**src/verilog/gmii_regs.svh**
```systemverilog
`ifndef GMII_REGS_SVH
`define GMII_REGS_SVH

// Local clock and link timing
`define GMII_MCLK_NS          10
`define GMII_NOM_PERIOD_NS    80
`define GMII_MAX_STRETCH_NOM  2
`define GMII_HALF_CYC         ((`GMII_NOM_PERIOD_NS / 2 + `GMII_MCLK_NS - 1) / `GMII_MCLK_NS)
`define GMII_MAX_PHASE_CYC    ((`GMII_MAX_STRETCH_NOM * `GMII_NOM_PERIOD_NS) / `GMII_MCLK_NS)
`define GMII_GTX_PERIOD_NS    80
`define GMII_GTX_HALF_CYC     ((`GMII_GTX_PERIOD_NS / 2) / `GMII_MCLK_NS)

// Octet values carried with the error line during carrier extension, and the idle octet
`define GMII_EXT_CODE         8'h0f
`define GMII_EXTERR_CODE      8'h1f
`define GMII_IDLE_DATA        8'h00

`endif

```
**src/verilog/gmii_pkg.sv**
```systemverilog
package gmii_pkg;

  typedef enum logic [2:0] {
    SYM_IDLE   = 3'h0,
    SYM_DATA   = 3'h1,
    SYM_EOP    = 3'h3,
    SYM_EXTEND = 3'h2,
    SYM_ERROR  = 3'h6,
    SYM_EXTERR = 3'h7
  } sym_t;

  typedef struct packed {
    logic       gtxS1;
    logic       gtxS2;
    logic       gtxS3;
    logic       txEnS1;
    logic       txEnS2;
    logic       txErS1;
    logic       txErS2;
    logic [7:0] txdS1;
    logic [7:0] txdS2;
    logic       recS1;
    logic       recS2;
    logic       rxClk;
    logic [7:0] phaseCnt;
    logic       rxDv;
    logic       rxEr;
    logic [7:0] rxd;
    logic       rxAfter;
    logic       txPrevEn;
    logic       txInExt;
    sym_t       txSym;
    logic [7:0] txData;
    logic       txStrobe;
    sym_t       loopSym;
    logic [7:0] loopData;
    logic       crs;
    logic       col;
  } phy_state_t;

  typedef struct packed {
    logic       gtxClk;
    logic [7:0] gtxCnt;
    logic       txEn;
    logic       txEr;
    logic [7:0] txd;
    logic       txAfter;
    logic       rxClkS1;
    logic       rxClkS2;
    logic       rxClkS3;
    logic       dvS1;
    logic       dvS2;
    logic       erS1;
    logic       erS2;
    logic [7:0] rxdS1;
    logic [7:0] rxdS2;
    logic       prevDv;
    logic       inExt;
    logic       frameErr;
    logic       rxValid;
    logic [7:0] rxData;
    logic       rxExtend;
    logic       rxEnd;
    logic       crsS1;
    logic       crsS2;
    logic       colS1;
    logic       colS2;
  } rs_state_t;

endpackage : gmii_pkg

```
**src/verilog/gmii_if.sv**
```systemverilog
interface gmii_if;
  logic       gtxClk;
  logic       txEn;
  logic       txEr;
  logic [7:0] txd;
  logic       rxClk;
  logic       rxDv;
  logic       rxEr;
  logic [7:0] rxd;
  logic       crs;
  logic       col;

  modport rs (
    output gtxClk,
    output txEn,
    output txEr,
    output txd,
    input  rxClk,
    input  rxDv,
    input  rxEr,
    input  rxd,
    input  crs,
    input  col
  );

  modport phy (
    input  gtxClk,
    input  txEn,
    input  txEr,
    input  txd,
    output rxClk,
    output rxDv,
    output rxEr,
    output rxd,
    output crs,
    output col
  );
endinterface : gmii_if

```
**src/verilog/gmii_phy_end.sv**
```systemverilog
// Summary of operation
// - RS flags frame error on dv with er
// - RS flags frame error on extend error
// - RS may assert er within frame
// - RS may signal extend error in extension
// - Clock phases never shorter than minimum
// - Clock gap at most two nominal periods
// - Transmit enable spans exactly the frame
// - Transmit lines change on transmit clock
// - Idle transmit data lines are ignored
// - Extension only directly after a frame
// - Error within frame sends invalid code
// - Enable drop with error sends delimiter
// - Transmit error line accepted, always driven
// - Receive lines change on receive clock
// - Data valid spans exactly received frame
// - No loopback unless loopback selected
// - Receive error flags detected stream errors
// - RS reports extension on error without dv
// - Carrier sense while either side busy
// - Carrier sense held through collision
// - Repeater sense follows receive only
// - Collision held while collision persists
`include "gmii_regs.svh"

module gmii_phy_end (
  input  wire logic         mclk,
  input  wire logic         reset,
  gmii_if.phy               link,
  input  wire logic         recClk,
  input  wire logic         sigLost,
  input  wire logic         loopbackEn,
  input  wire logic         repeaterMode,
  input  wire gmii_pkg::sym_t medRxSym,
  input  wire logic [7:0]   medRxData,
  output logic              medRxTake,
  output gmii_pkg::sym_t    medTxSym,
  output logic [7:0]        medTxData,
  output logic              medTxStrobe
);

  gmii_pkg::phy_state_t st_q;
  gmii_pkg::phy_state_t st_d;

  logic           gtxRise;
  logic           toggle;
  logic           rxRise;
  logic [7:0]     phaseNext;
  logic           minMet;
  logic           maxHit;
  gmii_pkg::sym_t rxSrc;
  logic [7:0]     rxSrcData;
  logic           txBusy;
  logic           rxBusy;

  always_comb begin
    st_d = st_q;

    // Pin inputs pass two flops before use
    st_d.gtxS1  = link.gtxClk;
    st_d.gtxS2  = st_q.gtxS1;
    st_d.gtxS3  = st_q.gtxS2;
    st_d.txEnS1 = link.txEn;
    st_d.txEnS2 = st_q.txEnS1;
    st_d.txErS1 = link.txEr;
    st_d.txErS2 = st_q.txErS1;
    st_d.txdS1  = link.txd;
    st_d.txdS2  = st_q.txdS1;
    st_d.recS1  = recClk;
    st_d.recS2  = st_q.recS1;

    gtxRise = st_q.gtxS2 & ~st_q.gtxS3;

    // Receive clock generation; one counter bounds both phases in any source
    phaseNext = st_q.phaseCnt + 8'h01;
    minMet    = phaseNext >= 8'(`GMII_HALF_CYC);
    maxHit    = phaseNext >= 8'(`GMII_MAX_PHASE_CYC);
    if (sigLost) begin
      toggle = minMet;
    end else begin
      toggle = (minMet & (st_q.recS2 != st_q.rxClk)) | maxHit;
    end
    rxRise = toggle & ~st_q.rxClk;
    if (toggle) begin
      st_d.rxClk    = ~st_q.rxClk;
      st_d.phaseCnt = 8'h00;
    end else begin
      st_d.phaseCnt = phaseNext;
    end

    if (loopbackEn) begin
      rxSrc     = st_q.loopSym;
      rxSrcData = st_q.loopData;
    end else begin
      rxSrc     = medRxSym;
      rxSrcData = medRxData;
    end
    medRxTake = rxRise & ~loopbackEn;

    // receive lines move only on rising edge
    if (rxRise) begin
      case (rxSrc)
        gmii_pkg::SYM_DATA: begin
          st_d.rxDv    = 1'b1;
          st_d.rxEr    = 1'b0;
          st_d.rxd     = rxSrcData;
          st_d.rxAfter = 1'b1;
        end
        gmii_pkg::SYM_ERROR: begin
          st_d.rxDv    = 1'b1;
          st_d.rxEr    = 1'b1;
          st_d.rxd     = rxSrcData;
          st_d.rxAfter = 1'b1;
        end
        gmii_pkg::SYM_EOP,
        gmii_pkg::SYM_EXTEND,
        gmii_pkg::SYM_EXTERR: begin
          st_d.rxDv    = 1'b0;
          st_d.rxEr    = st_q.rxAfter;
          st_d.rxAfter = st_q.rxAfter;
          if (!st_q.rxAfter) begin
            st_d.rxd = `GMII_IDLE_DATA;
          end else if (rxSrc == gmii_pkg::SYM_EXTERR) begin
            st_d.rxd = `GMII_EXTERR_CODE;
          end else begin
            st_d.rxd = `GMII_EXT_CODE;
          end
        end
        default: begin
          st_d.rxDv    = 1'b0;
          st_d.rxEr    = 1'b0;
          st_d.rxd     = `GMII_IDLE_DATA;
          st_d.rxAfter = 1'b0;
        end
      endcase
    end

    // Transmit decode, once per transmit clock rising edge
    st_d.txStrobe = gtxRise;
    if (gtxRise) begin
      st_d.txPrevEn = st_q.txEnS2;
      st_d.txData   = st_q.txdS2;
      case ({st_q.txEnS2, st_q.txErS2})
        2'b10: begin
          st_d.txSym = gmii_pkg::SYM_DATA;
        end
        2'b11: begin
          st_d.txSym = gmii_pkg::SYM_ERROR;
        end
        2'b01: begin
          if (st_q.txPrevEn) begin
            st_d.txSym = gmii_pkg::SYM_EOP;
          end else if (st_q.txInExt) begin
            st_d.txSym = (st_q.txdS2 == `GMII_EXTERR_CODE) ? gmii_pkg::SYM_EXTERR : gmii_pkg::SYM_EXTEND;
          end else begin
            st_d.txSym  = gmii_pkg::SYM_IDLE;
            st_d.txData = `GMII_IDLE_DATA;
          end
        end
        default: begin
          st_d.txSym  = gmii_pkg::SYM_IDLE;
          st_d.txData = `GMII_IDLE_DATA;
        end
      endcase
      st_d.txInExt = (st_d.txSym == gmii_pkg::SYM_EOP) || (st_d.txSym == gmii_pkg::SYM_EXTEND)
                     || (st_d.txSym == gmii_pkg::SYM_EXTERR);
      st_d.loopSym  = st_d.txSym;
      st_d.loopData = st_d.txData;
    end

    // Carrier sense and collision; registered so the pins never glitch
    txBusy = st_q.txSym != gmii_pkg::SYM_IDLE;
    rxBusy = loopbackEn ? (st_q.loopSym != gmii_pkg::SYM_IDLE) : (medRxSym != gmii_pkg::SYM_IDLE);
    if (repeaterMode) begin
      st_d.crs = rxBusy;
    end else begin
      st_d.crs = txBusy | rxBusy;
    end
    st_d.col = txBusy & rxBusy & ~loopbackEn;
  end

  always_ff @(posedge mclk or posedge reset) begin
    if (reset) begin
      st_q <= '0;
    end else begin
      st_q <= st_d;
    end
  end

  assign link.rxClk  = st_q.rxClk;
  assign link.rxDv   = st_q.rxDv;
  assign link.rxEr   = st_q.rxEr;
  assign link.rxd    = st_q.rxd;
  assign link.crs    = st_q.crs;
  assign link.col    = st_q.col;
  assign medTxSym    = st_q.txSym;
  assign medTxData   = st_q.txData;
  assign medTxStrobe = st_q.txStrobe;

endmodule : gmii_phy_end

```
**src/flat_wrapper.sv**
```systemverilog
// flat-port wrapper written by rule: the top's interface ports become plain ports
module gmii_phy_end_flat 
  (mclk, reset, recClk, sigLost, loopbackEn, repeaterMode, medRxSym, medRxData, medRxTake, medTxSym, medTxData, medTxStrobe, link_gtxClk, link_txEn, link_txEr, link_txd, link_rxClk, link_rxDv, link_rxEr, link_rxd, link_crs, link_col);
  gmii_if link_i ();
  input  wire logic mclk;
  input  wire logic reset;
  input  wire logic recClk;
  input  wire logic sigLost;
  input  wire logic loopbackEn;
  input  wire logic repeaterMode;
  input  wire gmii_pkg::sym_t medRxSym;
  input  wire logic [7:0] medRxData;
  output logic medRxTake;
  output gmii_pkg::sym_t medTxSym;
  output logic [7:0] medTxData;
  output logic medTxStrobe;
  input wire logic [$bits(link_i.gtxClk)-1:0] link_gtxClk;
  input wire logic [$bits(link_i.txEn)-1:0] link_txEn;
  input wire logic [$bits(link_i.txEr)-1:0] link_txEr;
  input wire logic [$bits(link_i.txd)-1:0] link_txd;
  output wire logic [$bits(link_i.rxClk)-1:0] link_rxClk;
  output wire logic [$bits(link_i.rxDv)-1:0] link_rxDv;
  output wire logic [$bits(link_i.rxEr)-1:0] link_rxEr;
  output wire logic [$bits(link_i.rxd)-1:0] link_rxd;
  output wire logic [$bits(link_i.crs)-1:0] link_crs;
  output wire logic [$bits(link_i.col)-1:0] link_col;
  assign link_i.gtxClk = link_gtxClk;
  assign link_i.txEn = link_txEn;
  assign link_i.txEr = link_txEr;
  assign link_i.txd = link_txd;
  assign link_rxClk = link_i.rxClk;
  assign link_rxDv = link_i.rxDv;
  assign link_rxEr = link_i.rxEr;
  assign link_rxd = link_i.rxd;
  assign link_crs = link_i.crs;
  assign link_col = link_i.col;
  gmii_phy_end u_core (.mclk(mclk), .reset(reset), .link(link_i), .recClk(recClk), .sigLost(sigLost), .loopbackEn(loopbackEn), .repeaterMode(repeaterMode), .medRxSym(medRxSym), .medRxData(medRxData), .medRxTake(medRxTake), .medTxSym(medTxSym), .medTxData(medTxData), .medTxStrobe(medTxStrobe));
endmodule
```
**config.mk**
```make
export PLATFORM = sky130hd
export DESIGN_NAME = gmii_phy_end_flat
export DESIGN_NICKNAME = d
export VERILOG_FILES = /design/src/verilog/gmii_pkg.sv /design/src/verilog/gmii_if.sv /design/src/verilog/gmii_phy_end.sv /design/src/flat_wrapper.sv
export VERILOG_INCLUDE_DIRS = /design/src /design/src/verilog
export SDC_FILE = /design/constraint.sdc
export NUM_CORES = 1
export LEC_CHECK = 0
export BUFFER_PORTS_ARGS = -buffer_cell sky130_fd_sc_hd__buf_2
export CELL_PAD_IN_SITES_DETAIL_PLACEMENT = 1
export CELL_PAD_IN_SITES_GLOBAL_PLACEMENT = 1
export CORE_MARGIN = 4
export CORE_UTILIZATION = 25
export DETAILED_ROUTE_END_ITERATION = 10
export PLACE_DENSITY_LB_ADDON = 0.05
export SLEW_MARGIN = 10
export SYNTH_ARGS = -nofsm -noshare
export SYNTH_HDL_FRONTEND = slang
export SYNTH_SLANG_ARGS = --single-unit
```
**constraint.sdc**
```tcl
create_clock -name mclk -period 3.9 [get_ports mclk]
set_input_delay 0.195 -clock mclk [delete_from_list [all_inputs] [get_ports mclk]]
set_output_delay 0.195 -clock mclk [all_outputs]
set_load 0.02 [all_outputs]
```
# [Yosys cells after proc, flatten, opt, wreduce, memory -nomap -nowiden]
# Cells that the tools add are included.
[totals] reg_bits=61 wordCells=76 out_inout_bits=26 in_bits=28
[op_classes] reduce_logical=7 magnitude_cmp=2 n_mux=17 bitwise_logic=12 n_eq_ne=13 n_addsub=1
[op_table] op="$mux 8" count=5
[op_table] op="$pmux 11 s3" count=1
[op_table] op="$pmux 8 s2" count=1
[op_table] op="$mux 3" count=5
[op_table] op="$eq 3x2->1 const B" count=4
[op_table] op="$eq 3x3->1 const B" count=3
[op_table] op="$pmux 3 s3" count=1
[op_table] op="$add 8x1->8 const B" count=1
[op_table] op="$eq 8x5->1 const B" count=1
[op_table] op="$ge 8x3->1 const B" count=1
[op_table] op="$ge 8x5->1 const B" count=1
[op_table] op="$and 1x1->1" count=6
[op_table] op="$reduce_bool 3->1" count=2
[op_table] op="$mux 5" count=1
[op_table] op="$eq 2x2->1 const B" count=2
[op_table] op="$not 1->1" count=4
[op_table] op="$eq 3x1->1 const B" count=1
[op_table] op="$mux 1" count=3
[op_table] op="$reduce_or 3->1" count=1
[op_table] op="$eq 2x1->1 const B" count=1
[op_table] op="$logic_or 1x1->1" count=2
[op_table] op="$or 1x1->1" count=2
[op_table] op="$reduce_and 2->1" count=1
[op_table] op="$reduce_or 2->1" count=1
[op_table] op="$ne 1x1->1" count=1

# [Depth between registers and ports, before layout]
# Gate-level depths: netlist (run 1).
[depth] depth_word=9 mapped_depth=7 mapped_depth_nobuf=6

# [Least setup slack after synthesis (run 1)]
# Ideal clock, no wire load.
[synth_timing] path_kind="register -> output" from="register u_core.st_q[38] (netlist bit)" to="output medRxTake" path_buffers=1 path_stages_with_launch=8 arrival_time_ns=1.931 path_slack_ns=1.774 t_required_ns=3.705 cell_sequence="dfrtp_1 -> ha_1 -> and2_1 -> a21oi_1 -> o221ai_1 -> a31oi_4 -> buf_12 -> nor2b_1"
[synth_via] elab_chain_cells=7 word_cells_on_any_way=8 classes_between="add/sub (1); order compare (2); mux (1); bitwise (4)"
[synth_lines] item="start: declaration" line_no="gmii_phy_end.sv:42" text="gmii_pkg::phy_state_t st_q;"
[synth_lines] item="start signal: assignment" line_no="gmii_phy_end.sv:186" text="st_q <= st_d;"
[synth_lines] item="$add 8x1->8 (*)" line_no="gmii_phy_end.sv:75" text="phaseNext = st_q.phaseCnt + 8'h01;"
[synth_lines] item="$ge 8x3->1" line_no="gmii_phy_end.sv:76" text="minMet = phaseNext >= 8'(`GMII_HALF_CYC);"
[synth_lines] item="$and 1x1->1" line_no="gmii_phy_end.sv:81" text="toggle = (minMet & (st_q.recS2 != st_q.rxClk)) | maxHit;"
[synth_lines] item="$or 1x1->1" line_no="gmii_phy_end.sv:81"
[synth_lines] item="$mux 1 (*)" line_no="gmii_phy_end.sv:78" text="if (sigLost) begin"
[synth_lines] item="$and 1x1->1 (*)" line_no="gmii_phy_end.sv:83" text="rxRise = toggle & ~st_q.rxClk;"
[synth_lines] item="$and 1x1->1 (*)" line_no="gmii_phy_end.sv:98" text="medRxTake = rxRise & ~loopbackEn;"
[synth_lines] item="end: declaration" line_no="flat_wrapper.sv:13" text="output logic medRxTake;"
# Mark *: on every way between the ends. The rest lies on a longest branch, timed or not.

# [Worst setup path after layout (run 1)]
# Ends and elaborated chain as after synthesis.

==> results.py, run 1 <==
metrics = {
    "logic_synthesis": {
        "synth.cell_area_sq_um": 2530,
        "synth_top_area_share_pct": 60.4,
        "syn_area_per_cell_sq_um": 13.0,
        "yosysWarnings": 0,
        "synthTopCellsByArea": "dfrtp_1 60%, buf_4 5.6%, mux2i_1 4.8%",
        "synth_cell_type_count": 38,
        "synth.largest_area_cell": "dfrtp_1",
        "yosysSeqAreaShare_pct": 60.4,
        "synth_cells": 194,
        "synth.ff_latch_count": 61,
    },
    "grt": {
        "met2_usage_pct": 14.6,
        "grt_overflow_total": 0,
        "antenna_found_initial": 0,
        "grt_usage_pct": 10.5,
        "met3_usage_pct": 2.87,
        "grt.busiest_layer": "met1",
        "grt_use_met1_pct": 14.8,
        "grt_pass1_wl_mm": 9.23,
        "grt_max_degree": 41,
        "grt_pass1_vias": 1690,
    },
    "die": {
        "core-area_sq_um": 9820,
        "start_util_pct": 25.8,
        "fp-row-count": 36,
        "ios": 54,
        "dieArea_sq_um": 11800,
        "die_y_um": 109,
        "die_w_um": 109,
    },
    "timing": {
        "maxSlewViolCount": 0,
        "finClkSkew_ns": 0.0100,
        "fmax_ghz": 0.368,
        "finalCritPeriodShare_pct": 69.7,
        "setup_viol": 0,
        "fin_tns_setup_ns": 0,
        "setup_ws_ns": 1.18,
        "worstMarginPinSlew_ns": 0.830,
        "max_slew_margin_pct": 44.6,
        "hold_viol_final": 0,
        "rsz0062_at_grt": "no",
        "period_needed_ns": 2.72,
    },
    "clocking": {
        "path_clk_slew_ns": 0.07,
        "htreeDepth": 3,
        "cts_inserted_buffers": 9,
        "clockRootBuffer": "clkbuf_8",
        "clkLatencyLatePin_ns": 0.33,
        "clock_path_buffers": 2,
        "cts_tree": "built",
        "clock_sinks": 61,
        "ctsResizeCount": 0,
    },
    "power": {
        "power.density_nw_per_um2": 557,
        "p_leak_nw": 1.49,
        "vdd_drop_max_mv": 0.185,
    },
    "layout": {
        "diodes": 0,
        "layout-area-overhead-vs-synth_pct": 23.6,
        "final_net_count": 279,
        "drive_gt1_share_pct": 34.5,
    },
    "place": {
        "post-dp-hpwl_mm": 3.92,
        "place_congestion": 0.738,
        "pre_cts_ws_ns": 1.51,
        "portBuffers": 53,
    },
    "setup_path": {
        "cp.arrival_ns": 2.52,
        "cp-end-kind": "output port",
        "reg2reg_from": "u_core.st_q[38]",
        "worstSetupStartpointType": "register",
        "r2r-end": "u_core.link.rxd[5]",
        "critical_path_class": "register to output port",
        "ff2ff_setup_slack_ns": 1.56,
        "timing.critical_path.fanout_max": 12,
        "reg2reg_depth": 6,
        "worstPathRequired_ns": 3.70,
    },
    "route": {
        "drc": 0,
        "drtIter0Drc": 65,
        "wl_mm": 5.47,
        "postRouteAntennaNets": 0,
        "avgRoutedWirePerCell_um": 14.1,
        "firstDrtPassIters": 4,
        "via_per_inst": 3.98,
        "num_vias": 1545,
    },
    "min_path": {
        "hold_path_class": "primary input to async pin",
    },
    "status": {
        "outcome": "completed",
    },
    "flow_run": {
        "drv_cap": 0,
    },
}
## area by class of cell
class	instances	area, sq um
Clock inverter	3	42.5
Timing Repair Buffer	66	393
Tap cell	133	166
Inverter	6	22.5
Sequential cell	61	1530
Clock buffer	13	169
Multi-Input combinational cell	106	806
Fill cell	1112	6690
## stage by stage
step / hold WS (ns) / power, mW / util, % / std cells / cell area [sq um]
floorplan: 0.226 / 1.11 / - / 197 / 2540
global placement: 0.304 / 1.16 / 28.5 / 360 / 2790
detailed placement: 0.305 / 1.17 / 28.5 / 360 / 2790
CTS: 0.0545 / 1.78 / 31.8 / 388 / 3130
global route: 0.0997 / 1.85 / 31.8 / 388 / 3130
finish: 0.0311 / 1.74 / 31.8 / 388 / 3130
## worst max-delay path by stage
stage,slack (ns),endpoint,cells after the start,start
global placement,1.54,medRxTake,7,u_core.st_q[38]
floorplan,1.77,medRxTake,7,u_core.st_q[38]
CTS,1.12,medRxTake,7,u_core.st_q[38]
finish,1.18,medRxTake,7,u_core.st_q[38]
detailed placement,1.51,medRxTake,7,u_core.st_q[38]
global route,0.94,medRxTake,7,u_core.st_q[38]
## registers in the layout, indices dropped and copies added (netlist names), 3 cells and up
name              flops
u_core.st_d          13
u_core.medTxSym       3
u_core.link.rxd       8
u_core.medTxData      8
u_core.st_q          23
## critical path: stages (launching register included)
cell	delay [ns]
dfrtp_1	0.45
ha_1	0.28
and2_1	0.17
a21oi_1	0.18
o221ai_1	0.20
a31oi_4	0.56
nor2b_1	0.19
buf_2	0.17
## per-layer routing
| layer | part of all wire [%] | wire length (um) |
|---|---|---|
| met1 | 50 | 2740 |
| met4 | 2.0 | 108 |
| met5 | 0 | 0 |
| met3 | 5.6 | 308 |
| met2 | 42 | 2310 |
## synth_stat cells
cell	instances
dfrtp_1	61
buf_4	19
mux2i_1	12
nor2_1	11
o21ai_0	11
a22o_1	8
mux2_4	8
nand2_1	8
inv_1	6
a21oi_1	5
mux2_2	4
nand3_1	4
clkbuf_1	3
nor2b_1	3
nor3_1	3
xor2_1	3
o211ai_1	2
o221ai_1	2
xnor2_1	2
a21boi_2	1
a311o_1	1
a31o_2	1
a31oi_4	1
and2_1	1
and3_2	1
buf_12	1
buf_6	1
conb_1	1
ha_1	1
nand2b_1	1
nand3_2	1
nand4bb_1	1
nor3_2	1
nor4_1	1
nor4b_1	1
o22ai_1	1
o311ai_0	1
o32ai_1	1
## cell families after synthesis
logic type | Yosys count | synth area share (%)
DFF | 61 | 60.4
buffers and inverters | 30 | 8.21
and+or+nand+nor | 37 | 7.57
xor gates and xnor gates | 5 | 1.73
other | 1 | 0.148
AOI/OAI and AO/OA | 35 | 10.2
muxes | 24 | 11.3
adders and majority gates | 1 | 0.495
## repair_timing
action / in CTS / in global routing
hold buffers: 12 / 0
buffers inserted: 0 / 0
endpoints found under the hold margin: 12 / 0
## placed cells by master, fill, tap and decap left out, types with 5 or more instances in the layout
cell and instances:
dlygate4sd3_1 12, mux2_4 8, nand2_1 8, o21ai_0 11
inv_1 5, a21oi_1 5, nor2_1 11, dfrtp_1 61
clkbuf_8 12, a22o_1 8, mux2i_1 12, buf_2 53
## report_power, final
| part | internal [mW] | leakage [nW] | switching [mW] |
|---|---|---|---|
| clock network | 0.347 | 0.106 | 0.243 |
| logic | 0.170 | 0.630 | 0.205 |
| registers | 0.713 | 0.754 | 0.0630 |
No activity file was read; power rests on OpenSTA's default activity.
==> run 2: changes to the inputs <==
clock period = 2.5 ns   (was 3.9 ns; I/O delays follow)
==> results.py, run 2 (synthesis results as in run 1) <==
metrics = {
    "power": {
        "seqPwrFrac_pct": 46.4,
        "internal_power_mw": 1.81,
        "p_clk_share_pct": 30.1,
        "vdd_drop_max_mv": 0.226,
        "power.switching_uw": 798,
        "power.density_nw_per_um2": 827,
        "comb_power_share_pct": 23.5,
        "p_sw_share_pct": 30.6,
        "p_leak_nw": 1.50,
    },
    "layout": {
        "multi_input_area_sq_um": 815,
        "diodes": 0,
        "top_register": "u_core.st_q",
        "seqCellArea_sq_um": 1530,
        "final_net_count": 283,
        "final_cells": 392,
        "num-fill-cells": 1126,
        "largest_register_ffs": 23,
        "final_cell_mix": "60 x dfrtp_1, 53 x buf_2, 13 x dlygate4sd3_1, 12 x mux2i_1",
        "final_common_cell": "dfrtp_1",
        "fin_util_pct": 32.1,
        "drive_gt1_share_pct": 36.3,
        "layout-area-overhead-vs-synth_pct": 24.7,
        "design_area_sq_um": 3150,
    },
    "clocking": {
        "htreeDepth": 3,
        "post-cts-setup-buffers": 0,
        "cts_inserted_buffers": 9,
        "cts_tree": "built",
        "clock_sinks": 61,
        "clkLatencyLatePin_ns": 0.33,
        "clockRootBuffer": "clkbuf_8",
        "clock_path_buffers": 2,
        "path_clk_slew_ns": 0.07,
    },
    "die": {
        "fp-row-count": 36,
        "die_w_um": 109,
        "start_util_pct": 25.8,
        "core-area_sq_um": 9820,
        "die_y_um": 109,
        "dieArea_sq_um": 11800,
        "ios": 54,
    },
    "place": {
        "place_congestion": 0.732,
        "post-dp-hpwl_mm": 3.97,
        "place_inst": 363,
        "portBuffers": 53,
        "dpl-instance-area_sq_um": 2830,
    },
    "flow_run": {
        "drv_cap": 0,
    },
    "setup_path": {
        "cp-end-kind": "output port",
        "worstPathRequired_ns": 2.38,
        "cp.arrival_ns": 2.24,
        "worstSetupStartpointType": "register",
        "cp_slowest_stage_delay_ns": 0.45,
        "cp_top_family": "compound AO/OA/AOI/OAI gates",
        "timing.critical_path.fanout_max": 12,
        "ff2ff_setup_slack_ns": 0.47,
        "worst-path-buf-inv": 2,
        "cp_cell_sequence": "ha_2 -> and2_1 -> a21oi_1 -> o221ai_2 -> a31oi_4 -> buf_8 -> nor2b_1 -> buf_2",
        "critical_path_class": "register to output port",
        "cp_slowest_cell": "dfrtp_2",
    },
    "grt": {
        "grt_pass1_wl_mm": 9.11,
        "grt_usage_pct": 10.3,
        "grt_pass1_vias": 1692,
        "grt_overflow_total": 0,
        "grt_max_degree": 33,
        "antenna_found_initial": 0,
    },
    "timing": {
        "fmax_ghz": 0.422,
        "max_slew_margin_pct": 54.2,
        "finalCritPeriodShare_pct": 94.7,
        "rsz0062_at_grt": "no",
        "period_needed_ns": 2.37,
        "finClkSkew_ns": 0.0104,
        "maxSlewViolCount": 0,
        "fin_tns_setup_ns": 0,
        "hold_ws_ns": 0.106,
        "setup_viol": 0,
        "worstMarginPinSlew_ns": 0.686,
        "hold_viol_final": 0,
    },
    "route": {
        "via_per_inst": 4.09,
        "drc": 0,
        "num_vias": 1602,
        "drtIter0Drc": 43,
        "avgRoutedWirePerCell_um": 14.0,
        "wl_mm": 5.48,
        "firstDrtPassIters": 4,
        "postRouteAntennaNets": 0,
    },
    "min_path": {
        "hold_path_class": "primary input to register",
    },
    "status": {
        "outcome": "completed",
    },
}
-- run 2: cell type report --
type / instances / area share [%]
Multi-Input combinational cell: 106 / 25.8
Sequential cell: 61 / 48.4
Timing Repair Buffer: 70 / 14.1
Clock buffer: 12 / 4.92
Tap cell: 133 / 5.28
Inverter: 6 / 0.714
Clock inverter: 4 / 0.714
-- run 2: through the flow --
stage	power, mW	setup slack [ns]
6_report	2.61	0.132
5_1_grt	2.77	0.0175
4_1_cts	2.65	0.00392
3_5_place_dp	1.83	0.320
3_3_place_gp	1.83	0.336
2_1_floorplan	1.73	0.444
-- run 2: worst reg2reg max path: stages (launching register included) --
cell and delay [ns]:
dfrtp_2 0.45, ha_2 0.22, and2_1 0.16, a21oi_1 0.22, o221ai_2 0.15, a31oi_4 0.20
buf_8 0.18, mux2_2 0.34
-- run 2: metal layers --
layer | GRT usage (%) | part of all wire, % | up-vias
met4 | 4.87 | 1.5 | 0
met5 | 0 | 0 | -
met1 | 14.5 | 49 | 775
met2 | 14.3 | 43 | 47
li1 | - | - | 772
met3 | 3.34 | 6.2 | 8
-- run 2: path summary, 6_finish.rpt --
path,start,end,cells after the start
setup reg to reg,u_core.st_q[38],u_core.link.rxd[6],7
hold reg to reg,u_core.st_d[47],u_core.st_q[47],0
max in group asynchronous,reset,u_core.st_q[38],4
hold / removal,medRxSym[2],u_core.link.col,3
setup / recovery,u_core.st_q[38],medRxTake,8
min in group asynchronous,reset,u_core.st_d[53],3
-- run 2: power groups by stage --
stage | sequential, mW | clock, mW | combinational (mW)
global route | 1.23 | 0.872 | 0.669
finish | 1.21 | 0.786 | 0.612
global placement | 1.24 | 0 | 0.593
CTS | 1.22 | 0.817 | 0.618
floorplan | 1.24 | 0 | 0.494
detailed placement | 1.24 | 0 | 0.595
-- run 2: repair_timing --
action                                  CTS  global route
endpoints found under the hold margin    43             0
gates resized for setup                   1             4
hold buffers                             13             0
endpoints found under the setup margin    1             1
